## src/pkg/cgc_pkg.sv

```systemverilog
/*
 * Shared constants for the processor clock and bus control block:
 * clock figures, phase counter decode, status word bit positions and the
 * register map seen over the AXI4-Lite slave.
 * Assumes a single 200 MHz system clock from which the 20 MHz reference
 * is derived by a tick divider.
 */
package cgc_pkg;
    // clock figures
    localparam int CLK_HZ = 200_000_000;
    localparam int REF_HZ = 20_000_000;
    localparam int TICK_DIV = CLK_HZ / REF_HZ;
    localparam logic [3:0] TICK_LAST = 4'(TICK_DIV - 1);
    // phase counter decode
    localparam logic [3:0] CNT_PRESET = 4'h3;
    localparam logic [3:0] CNT_RESET = 4'he;
    localparam logic [3:0] CNT_TERMINAL = 4'hf;
    localparam logic [3:0] PH1_FIRST = 4'h3;
    localparam logic [3:0] PH1_LAST = 4'h4;
    localparam logic [3:0] PH2_FIRST = 4'h6;
    localparam logic [3:0] PH2_LAST = 4'hc;
    localparam logic [3:0] EARLY_AT = 4'hf;
    // status word bit positions
    localparam int ST_IRQ_ACK = 0;
    localparam int ST_OUTPUT = 4;
    localparam int ST_INPUT = 6;
    localparam int ST_MEM_READ = 7;
    // register map
    localparam logic [7:0] REG_CTRL = 8'h00;
    localparam logic [7:0] REG_STATUS = 8'h04;
    localparam int CTRL_MAPPED = 0;
    localparam int CTRL_LINEAR = 1;
    localparam int CTRL_SPLIT_LO = 8;
    localparam logic [3:0] SPLIT_RESET = 4'hf;
    localparam logic [1:0] RESP_OKAY = 2'h0;
    localparam logic [1:0] RESP_SLVERR = 2'h2;
endpackage

```

## src/hw/cgc_decode.sv

```systemverilog
/*
 * Chip select decoder: eight memory selects from the top address bits and
 * eight port selects, either one-of-eight decoded or linear select.
 * Assumes the address is stable while selects are used; outputs registered.
 */
`timescale 1ns/1ps
module cgc_decode import cgc_pkg::*; (
    // clock and reset
    input wire logic aclk,
    input wire logic aresetn,
    // address and mode
    input wire logic [15:0] addr,
    input wire logic linear_mode,
    // selects, active low
    output logic [7:0] mem_cs_n,
    output logic [7:0] port_cs_n
);
    // one select per entry; linear mode spends eight address bits instead of a decoder
    for (genvar i = 0; i < 8; i++) begin : g_sel
        always_ff @(posedge aclk) begin
            if (!aresetn) begin
                mem_cs_n[i] <= 1'b1;
                port_cs_n[i] <= 1'b1;
            end else begin
                mem_cs_n[i] <= addr[15:13] != 3'(i);
                if (linear_mode) begin
                    port_cs_n[i] <= !addr[i];
                end else begin
                    port_cs_n[i] <= addr[7:5] != 3'(i);
                end
            end
        end
    end
endmodule

```

## src/hw/cgc_phase_gen.sv

```systemverilog
/*
 * Two-phase clock generator: a presettable 4-bit counter stepped by a
 * 20 MHz tick, decoded into two non-overlapping phases and an early phase.
 * Assumes the system clock and synchronous active-low reset of the top.
 */
`timescale 1ns/1ps
module cgc_phase_gen import cgc_pkg::*; (
    // clock and reset
    input wire logic aclk,
    input wire logic aresetn,
    // phase outputs
    output logic phase_one_clk,
    output logic phase_two_clk,
    output logic early_phase_one
);
    logic [3:0] tick_ff;
    logic [3:0] cnt_ff;
    logic [3:0] nxt_cnt;
    logic ref_tick;

    // 20 MHz reference as a one-cycle tick
    always_ff @(posedge aclk) begin
        if (!aresetn || tick_ff == TICK_LAST) begin
            tick_ff <= 4'h0;
        end else begin
            tick_ff <= tick_ff + 4'h1;
        end
    end
    assign ref_tick = (tick_ff == TICK_LAST);

    // reload on terminal count gives 13 states per period
    assign nxt_cnt = (cnt_ff == CNT_TERMINAL) ? CNT_PRESET : cnt_ff + 4'h1;

    // counter and decoded phases, all stepped on the reference only
    always_ff @(posedge aclk) begin
        if (!aresetn) begin
            // one short of the early state: first ticks give a full early
            // pulse and a full phase one, so no runt phase after reset
            cnt_ff <= CNT_RESET;
            phase_one_clk <= 1'b0;
            phase_two_clk <= 1'b0;
            early_phase_one <= 1'b0;
        end else if (ref_tick) begin
            cnt_ff <= nxt_cnt;
            // gap states between the two ranges keep phases apart
            phase_one_clk <= nxt_cnt >= PH1_FIRST && nxt_cnt <= PH1_LAST;
            phase_two_clk <= nxt_cnt >= PH2_FIRST && nxt_cnt <= PH2_LAST;
            early_phase_one <= (nxt_cnt == EARLY_AT);
        end
    end
endmodule

```

## src/hw/cgc_top.sv

```systemverilog
/*
 * Processor support block: phase generation, request resampling, status
 * strobe and latch, read and write strobe gating, data and address buffer
 * control, isolated or memory-mapped port decoding, AXI4-Lite registers.
 * Assumes the processor drives its status word at cycle start, that all
 * pins are synchronous to aclk, and an AXI4-Lite master on the bus side.
 * Two-way pins are split into input, output and active-low enable.
 */
`timescale 1ns/1ps
module cgc_top import cgc_pkg::*; (
    // clock and reset
    input wire logic aclk,
    input wire logic aresetn,
    // axi4-lite write address and data
    input wire logic [7:0] s_axi_awaddr,
    input wire logic s_axi_awvalid,
    output logic s_axi_awready,
    input wire logic [31:0] s_axi_wdata,
    input wire logic [3:0] s_axi_wstrb,
    input wire logic s_axi_wvalid,
    output logic s_axi_wready,
    // axi4-lite write response
    output logic [1:0] s_axi_bresp,
    output logic s_axi_bvalid,
    input wire logic s_axi_bready,
    // axi4-lite read
    input wire logic [7:0] s_axi_araddr,
    input wire logic s_axi_arvalid,
    output logic s_axi_arready,
    output logic [31:0] s_axi_rdata,
    output logic [1:0] s_axi_rresp,
    output logic s_axi_rvalid,
    input wire logic s_axi_rready,
    // processor clocking and handshakes
    output logic phase_one_clk,
    output logic phase_two_clk,
    output logic early_phase_one,
    input wire logic ready_req,
    input wire logic dma_req,
    output logic cpu_ready,
    output logic bus_hold_request,
    input wire logic cycle_start_marker,
    output logic status_latch_strobe_n,
    // processor control
    input wire logic read_window,
    input wire logic write_strobe_n,
    input wire logic bus_release_ctl,
    // processor side data and address
    input wire logic [7:0] cpu_data_i,
    output logic [7:0] cpu_data_o,
    output logic cpu_data_oe_n,
    input wire logic [15:0] cpu_addr,
    // system side data and address
    input wire logic [7:0] sys_data_i,
    output logic [7:0] sys_data_o,
    output logic sys_data_oe_n,
    output logic [15:0] sys_addr_o,
    output logic sys_addr_oe_n,
    output logic buffer_direction,
    // control strobes, active low
    output logic memory_read_n,
    output logic memory_write_n,
    output logic port_read_n,
    output logic port_write_n,
    output logic irq_acknowledge_n,
    output logic mapped_port_read_n,
    output logic mapped_port_write_n,
    // chip selects, active low
    output logic [7:0] mem_cs_n,
    output logic [7:0] port_cs_n
);
    logic early_d_ff;
    logic early_rise;
    logic [7:0] status_ff;
    logic mapped_ff;
    logic linear_ff;
    logic [3:0] split_ff;
    logic split_hit;
    logic port_space;
    logic rd_mem, rd_port, rd_irq;
    logic wr_mem, wr_port;
    logic aw_take, w_take, ar_take;
    logic [7:0] awaddr_ff;
    logic [31:0] wdata_ff;
    logic [3:0] wstrb_ff;

    // phase counter and decode
    cgc_phase_gen u_phase (
        .aclk(aclk),
        .aresetn(aresetn),
        .phase_one_clk(phase_one_clk),
        .phase_two_clk(phase_two_clk),
        .early_phase_one(early_phase_one)
    );

    // memory and port chip selects
    cgc_decode u_decode (
        .aclk(aclk),
        .aresetn(aresetn),
        .addr(cpu_addr),
        .linear_mode(linear_ff),
        .mem_cs_n(mem_cs_n),
        .port_cs_n(port_cs_n)
    );

    // rising edge of early phase stands in for its clock edge
    always_ff @(posedge aclk) begin
        if (!aresetn) begin
            early_d_ff <= 1'b0;
        end else begin
            early_d_ff <= early_phase_one;
        end
    end
    assign early_rise = early_phase_one && !early_d_ff;

    // request resampling keeps ready and hold clear of phase edges
    always_ff @(posedge aclk) begin
        if (!aresetn) begin
            cpu_ready <= 1'b0;
            bus_hold_request <= 1'b0;
        end else if (early_rise) begin
            cpu_ready <= ready_req;
            bus_hold_request <= dma_req;
        end
    end

    // status strobe and latch
    always_ff @(posedge aclk) begin
        if (!aresetn) begin
            status_latch_strobe_n <= 1'b1;
            status_ff <= 8'h00;
        end else begin
            status_latch_strobe_n <= !(early_phase_one && cycle_start_marker);
            if (!status_latch_strobe_n) begin
                status_ff <= cpu_data_i;
            end
        end
    end

    // split bit picks memory or port space in mapped mode
    assign split_hit = cpu_addr[split_ff];
    assign port_space = mapped_ff && split_hit;
    assign rd_mem = status_ff[ST_MEM_READ] && read_window;
    assign rd_port = status_ff[ST_INPUT] && read_window;
    assign rd_irq = status_ff[ST_IRQ_ACK] && read_window;
    assign wr_mem = !status_ff[ST_MEM_READ] && !status_ff[ST_OUTPUT]
        && !write_strobe_n;
    assign wr_port = status_ff[ST_OUTPUT] && !write_strobe_n;

    // strobes held inactive while another master owns the bus
    always_ff @(posedge aclk) begin
        if (!aresetn || bus_release_ctl) begin
            memory_read_n <= 1'b1;
            memory_write_n <= 1'b1;
            port_read_n <= 1'b1;
            port_write_n <= 1'b1;
            irq_acknowledge_n <= 1'b1;
            mapped_port_read_n <= 1'b1;
            mapped_port_write_n <= 1'b1;
        end else begin
            memory_read_n <= !(rd_mem && !port_space);
            memory_write_n <= !(wr_mem && !port_space);
            port_read_n <= !rd_port;
            port_write_n <= !wr_port;
            irq_acknowledge_n <= !rd_irq;
            mapped_port_read_n <= !(rd_mem && port_space);
            mapped_port_write_n <= !(wr_mem && port_space);
        end
    end

    // data and address buffers; release is sampled every aclk, not per phase
    always_ff @(posedge aclk) begin
        if (!aresetn) begin
            cpu_data_o <= 8'h00;
            sys_data_o <= 8'h00;
            cpu_data_oe_n <= 1'b1;
            sys_data_oe_n <= 1'b1;
            sys_addr_o <= 16'h0000;
            sys_addr_oe_n <= 1'b1;
            buffer_direction <= 1'b0;
        end else begin
            cpu_data_o <= sys_data_i;
            sys_data_o <= cpu_data_i;
            buffer_direction <= read_window;
            cpu_data_oe_n <= bus_release_ctl || !read_window;
            sys_data_oe_n <= bus_release_ctl || read_window;
            sys_addr_o <= cpu_addr;
            sys_addr_oe_n <= bus_release_ctl;
        end
    end

    // axi write channel: address and data taken in either order
    assign aw_take = s_axi_awvalid && s_axi_awready;
    assign w_take = s_axi_wvalid && s_axi_wready;
    always_ff @(posedge aclk) begin
        if (!aresetn) begin
            s_axi_awready <= 1'b1;
            s_axi_wready <= 1'b1;
            s_axi_bvalid <= 1'b0;
            s_axi_bresp <= RESP_OKAY;
            awaddr_ff <= 8'h00;
            wdata_ff <= 32'h0000_0000;
            wstrb_ff <= 4'h0;
        end else begin
            if (aw_take) begin
                s_axi_awready <= 1'b0;
                awaddr_ff <= s_axi_awaddr;
            end
            if (w_take) begin
                s_axi_wready <= 1'b0;
                wdata_ff <= s_axi_wdata;
                wstrb_ff <= s_axi_wstrb;
            end
            if (!s_axi_awready && !s_axi_wready && !s_axi_bvalid) begin
                s_axi_bvalid <= 1'b1;
                if (awaddr_ff == REG_CTRL || awaddr_ff == REG_STATUS) begin
                    s_axi_bresp <= RESP_OKAY;
                end else begin
                    s_axi_bresp <= RESP_SLVERR;
                end
            end else if (s_axi_bvalid && s_axi_bready) begin
                s_axi_bvalid <= 1'b0;
                s_axi_awready <= 1'b1;
                s_axi_wready <= 1'b1;
            end
        end
    end

    // control register; status word offset accepts writes and ignores them
    always_ff @(posedge aclk) begin
        if (!aresetn) begin
            mapped_ff <= 1'b0;
            linear_ff <= 1'b0;
            split_ff <= SPLIT_RESET;
        end else if (!s_axi_awready && !s_axi_wready && !s_axi_bvalid
                     && awaddr_ff == REG_CTRL) begin
            if (wstrb_ff[0]) begin
                mapped_ff <= wdata_ff[CTRL_MAPPED];
                linear_ff <= wdata_ff[CTRL_LINEAR];
            end
            if (wstrb_ff[1]) begin
                split_ff <= wdata_ff[CTRL_SPLIT_LO +: 4];
            end
        end
    end

    // axi read channel: one read at a time, data from a register
    assign ar_take = s_axi_arvalid && s_axi_arready;
    always_ff @(posedge aclk) begin
        if (!aresetn) begin
            s_axi_arready <= 1'b1;
            s_axi_rvalid <= 1'b0;
            s_axi_rdata <= 32'h0000_0000;
            s_axi_rresp <= RESP_OKAY;
        end else if (ar_take) begin
            s_axi_arready <= 1'b0;
            s_axi_rvalid <= 1'b1;
            s_axi_rresp <= RESP_OKAY;
            if (s_axi_araddr == REG_CTRL) begin
                s_axi_rdata <= {20'h00000, split_ff, 6'h00, linear_ff,
                    mapped_ff};
            end else if (s_axi_araddr == REG_STATUS) begin
                s_axi_rdata <= {18'h00000, bus_release_ctl,
                    bus_hold_request, cpu_ready, early_phase_one,
                    phase_two_clk, phase_one_clk, status_ff};
            end else begin
                s_axi_rdata <= 32'h0000_0000;
                s_axi_rresp <= RESP_SLVERR;
            end
        end else if (s_axi_rvalid && s_axi_rready) begin
            s_axi_rvalid <= 1'b0;
            s_axi_arready <= 1'b1;
        end
    end
endmodule

```

## config.mk

```make
export PLATFORM = sky130hd
export DESIGN_NAME = cgc_top
export DESIGN_NICKNAME = d
export VERILOG_FILES = /design/src/pkg/cgc_pkg.sv /design/src/hw/cgc_decode.sv /design/src/hw/cgc_phase_gen.sv /design/src/hw/cgc_top.sv
export SDC_FILE = /design/constraint.sdc
export NUM_CORES = 1
export LEC_CHECK = 0
export BUFFER_PORTS_ARGS = -buffer_cell sky130_fd_sc_hd__buf_2
export CORE_MARGIN = 1
export CORE_UTILIZATION = 43
export DETAILED_ROUTE_END_ITERATION = 12
export GPL_ROUTABILITY_DRIVEN = 0
export PLACE_DENSITY_LB_ADDON = 0.15
export REMOVE_ABC_BUFFERS = 1
export SLEW_MARGIN = 30
export SYNTH_ARGS = -nofsm -noshare
export SYNTH_HDL_FRONTEND = slang
export SYNTH_HIERARCHICAL = 1
export SYNTH_SLANG_ARGS = --single-unit
```

## constraint.sdc

```tcl
create_clock -name aclk -period 1.76 [get_ports aclk]
set_clock_uncertainty 0.05 [all_clocks]
set_input_delay 0.44 -clock aclk [delete_from_list [all_inputs] [get_ports aclk]]
set_output_delay 0.44 -clock aclk [all_outputs]
set_load 0.02 [all_outputs]
```

# Word-level counts from Yosys, hierarchy flattened
# Cells that the tools add are included.
# Widths: inputs -> output; s select.
[totals]
register_bits = 151
in_bits = 97
wordCells = 170
out_inout_bits = 106
[op_classes]
muxes = 28
n_reduce_logical = 62
n_addsub = 2
n_eq_ne = 19
order_cmp = 5
[op_table]
columns = ["op", "count"]
rows = [
  ["$mux 14", 2],
  ["$logic_not 1->1", 26],
  ["$ne 3x3->1 const B", 8],
  ["$logic_and 1x1->1", 23],
  ["$mux 1", 21],
  ["$eq 8x3->1 const B", 2],
  ["$logic_not 8->1", 2],
  ["$eq 4x4->1 const B", 3],
  ["$ne 3x2->1 const B", 4],
  ["$add 4x1->4 const B", 2],
  ["$mux 2", 3],
  ["$ne 3x1->1 const B", 2],
  ["$reduce_bool 3->1", 2],
  ["$logic_or 1x1->1", 5],
  ["$lt 4x5->1 const B", 1],
  ["$bmux 1 s4", 1],
  ["$ge 4x2->1 const B", 1],
  ["$ge 4x3->1 const B", 1],
  ["$le 4x3->1 const B", 1],
  ["$le 4x4->1 const B", 1],
  ["$mux 4", 1],
  ["$reduce_and 2->1", 2],
  ["$reduce_bool 2->1", 2],
]

# Depth between registers and ports, before layout
[logic_depth]
ltp_word = 6
ltp_mapped = 7
ltp_nobuf = 6

# Hierarchy
# Netlist, hierarchy kept.
[modules_own_cells]
columns = ["module", "seq_area_each_um2", "cells_per_inst", "n_inst", "area_each_um2"]
rows = [
  ["cgc_top", 1961.9, 352, 1, 3575.9],
  ["cgc_phase_gen", 220.2, 75, 1, 620.6],
  ["cgc_decode", 320.3, 51, 1, 545.5],
]

# Least setup slack after synthesis
# Ideal clock, no wire load.
[synth_timing]
path_kind = "in2reg"
start = "input s_axi_araddr[1]"
end = "register s_axi_rdata[12]"
arrival_ps = 1581
setup_ps = 66
setup_slack_ps = 64
stages = 4
n_path_buf = 0
required_ps = 1644
path_cell_list = "or4_4 > nor4_4 > a22oi_1 > nor2b_1"
[synth_between]
elab_chain_cells = 3
elab_cells_between_ends = 4
cone_classes = "1 x eq/ne; 2 x mux; 1 x reduce/logical"
[synth_rtl]
columns = ["item", "line_no", "text"]
rows = [
  ["from (decl)", "cgc_top.sv:27", "input wire logic [7:0] s_axi_araddr,"],
  ["$eq 8x3->1", "cgc_top.sv:262", "end else if (s_axi_araddr == REG_STATUS) begin"],
  ["$mux 14", "cgc_top.sv:262", ""],
  ["$mux 14 *", "cgc_top.sv:259", "if (s_axi_araddr == REG_CTRL) begin"],
  ["to (signal assigned)", "cgc_top.sv:260", "s_axi_rdata <= {20'h00000, split_ff, 6'h00, linear_ff,"],
  ["to (signal assigned)", "cgc_top.sv:263", "s_axi_rdata <= {18'h00000, bus_release_ctl,"],
  ["to (decl)", "cgc_top.sv:30", "output logic [31:0] s_axi_rdata,"],
]
# Mark *: on every way between the ends. The rest lies on a longest branch, timed or not.
# A chain may end at the register's enable or synchronous reset.

# Worst setup path after layout
[layout_timing]
start = "register s_axi_awready"
end = "output s_axi_awready"
[layout_rtl]
columns = ["item", "line_no", "text"]
rows = [
  ["from (decl)", "cgc_top.sv:17", "output logic s_axi_awready,"],
  ["from (signal assigned)", "cgc_top.sv:197", "s_axi_awready <= 1'b1;"],
  ["from (signal assigned)", "cgc_top.sv:206", "s_axi_awready <= 1'b0;"],
  ["from (signal assigned)", "cgc_top.sv:223", "s_axi_awready <= 1'b1;"],
]
# No word-level cell between the ends.

==> flow_summary.ini <==
[status]
outcome = complete, no violations

[clock_network]
holdBufCountCts = 0
htree_levels = 4
root_buffer = clkbuf_8
cts_tree = built
clockBufferDepth = 2
cts_buffers = 17
clk_latency_ps = 510
cts_sinks = 125
clkTransAtPathRegs_ps = 60
postCtsSetupBuffers = 0

[synthesis]
yosys.area.top_type = dfxtp_1
ys_seq_elements = 125
ys_top_cells_by_count = dfxtp_1, nand2_1, and2_1
syn_area_sq_um = 4740
yosysTopAreaCellShare_pct = 52.8
synth_area_per_cell_sq_um = 9.92
synth_edf_count = 0
synth.most_common_cell = dfxtp_1
async_flop_share_pct = 0
yosysWarnings = 6
ys.flop_type = dfxtp_1
ys_types = 53
synth_area_leaders = dfxtp_1, and2_1, mux2i_1
netlist_instances = 478
ys_seq_area_share_pct = 52.8

[power_and_ir_drop]
p_leak_uw = 0.00282
power_density_nw_per_um2 = 1080
total_power_uw = 6700
ir_drop_v = 0.000615

[detailed_routing]
drt-total-wl_mm = 10.6
drtIter0Drc = 163
antenna_left = 0
drt-vias-per-instance = 4.87
wire_per_inst_microns = 13.3
num_vias = 3877
dr.pass1.iters = 4
drc_errors = 0

[critical_path]
critPathCaptureType = primary output
regToRegEndpoint = u_phase/phase_one_clk
start_kind = flip-flop
cp_max_fo = 12
r2r_setup_slack_ps = 140
worstPathArrival_ps = 1180
cp.required_ps = 1270
r2r_cells = 5
criticalPathCategory = flip-flop to primary output
timing.rr.start = u_phase/cnt_ff[0]

[global_routing]
grt_pass1_wl_mm = 17.4
track_usage_pct = 19.4
grt_max_degree = 71
use_met2_pct = 32.3
grt_overflow = 0
antenna_found_initial = 0
grt.met3_usage_pct = 6.26
busiest_layer = met2
grt_use_met1_pct = 23.8
grt_pass1_vias = 3682

[sta]
setup_violations = 0
finalCritPeriodShare_pct = 95.1
rsz0062_at_grt = no
slew_violations = 0
period_minus_slack_ps = 1670
hold_viol = 0
fmax_mhz = 598

[min_path]
min_to = status_latch_strobe_n
hold_depth = 2
hp-start = cycle_start_marker
hold_class = input pin to flip-flop

[die]
io_pins = 203
num_rows = 37
die_x_microns = 107
initial_core_util_pct = 45.1
die_area_sq_um = 11500
die_h_microns = 107
core-area_sq_um = 10500

[layout]
area_growth_pct = 31.2
stdcell_count = 796
diodes = 0
nets = 747
post-route-util_pct = 59.2
drive_gt1_share_pct = 33.9

[place]
portBuffers = 154
dpl.hpwl_mm = 7.68
dp.cells = 764

[flow_run]
drv_cap = 0
[repair_timing]
item / 4_1_cts / 5_1_grt
endpoints found under the hold margin: 0 / 0
setup endpoints to repair: 0 / 1
resized for setup: 0 / 1
[layer usage]
| metal | vias to the layer above | share of wire (%) | wire (microns) |
|---|---|---|---|
| met5 | - | 0 | 0 |
| met4 | 0 | 0.81 | 86 |
| met3 | 9 | 5.5 | 580 |
| met2 | 121 | 48 | 5130 |
| met1 | 1788 | 45 | 4810 |
| li1 | 1959 | - | - |
[worst max path at each step]
stage,start,to,slack [ps]
finish,s_axi_awready,s_axi_awready,90
global route,s_axi_awready,s_axi_awready,10
CTS,s_axi_wready,s_axi_wready,50
detailed placement,s_axi_araddr[1],s_axi_rdata[12],-80
global placement,s_axi_araddr[1],s_axi_rdata[12],-50
floorplan,s_axi_araddr[1],s_axi_rdata[12],60
[sequential cells by signal, summed over array words and instances (netlist names), 2 cells and up]
register,count
s_axi_rdata,14
cpu_data_o,8
u_phase/tick_ff,4
sys_data_o,8
u_decode/port_cs_n,8
u_decode/mem_cs_n,8
status_ff,8
split_ff,4
awaddr_ff,8
wdata_ff,6
sys_addr_o,16
u_phase/cnt_ff,4
wstrb_ff,2
[layout make-up]
type | instances | area [sq um]
clock buffer | 18 | 428
clock inverter | 14 | 121
fill | 923 | 4290
inverter | 8 | 30.0
multi-input combinational | 320 | 2020
sequential | 125 | 2500
tap | 136 | 170
timing repair buffer | 175 | 945
[logic make-up (layout without fill, tap and decap cells)]
group / Yosys count / count (layout) / synth area share, %
other: 1 / 20 / 0.0791
xor gates and xnor gates: 3 / 3 / 0.554
adders and majority gates: 3 / 3 / 0.792
buffers and inverters: 52 / 215 / 6.07
and+or+nand+nor: 192 / 192 / 22.7
DFF: 125 / 125 / 52.8
AOI/OAI and AO/OA: 79 / 79 / 11.6
muxes: 23 / 23 / 5.38
[power by group]
| part | switching, uW | total [uW] | internal, uW |
|---|---|---|---|
| combinational | 349 | 574 | 224 |
| sequential | 40.0 | 2970 | 2930 |
| clock | 1250 | 3150 | 1900 |
[critical path, stage by stage, from the launching register on]
cell	delay [ps]
dfxtp_1	320
buf_4	170
buf_2	180
[placed cells by master, fill, tap and decap left out, drive strengths merged, types with 3 or more instances in the layout]
cell type / n
buf: 175
clkinvlp: 6
nor2: 17
a221oi: 6
a22oi: 8
mux2i: 21
nand4: 4
clkbuf: 18
nor4: 6
nor4b: 3
inv: 9
nor2b: 32
a31oi: 5
clkinv: 6
nand2b: 4
nor3: 6
conb: 20
ha: 3
a21oi: 3
nand2: 39
a21boi: 19
o211ai: 3
o21ai: 24
and2: 41
nand3: 29
dfxtp: 125
[through the flow]
stage / setup TNS, ps / cell area, sq um / hold slack [ps] / setup WS [ps]
after floorplan: 0 / 4560 / 330 / 63.5
after global placement: -331 / 5670 / 355 / -45.8
after detailed placement: -725 / 5670 / 356 / -80.5
after CTS: 0 / 6220 / 30.0 / 54.0
after global routing: 0 / 6220 / 35.2 / 13.7
final: 0 / 6220 / 37.5 / 86.9
Note: power is estimated with default switching activity, not from simulation.
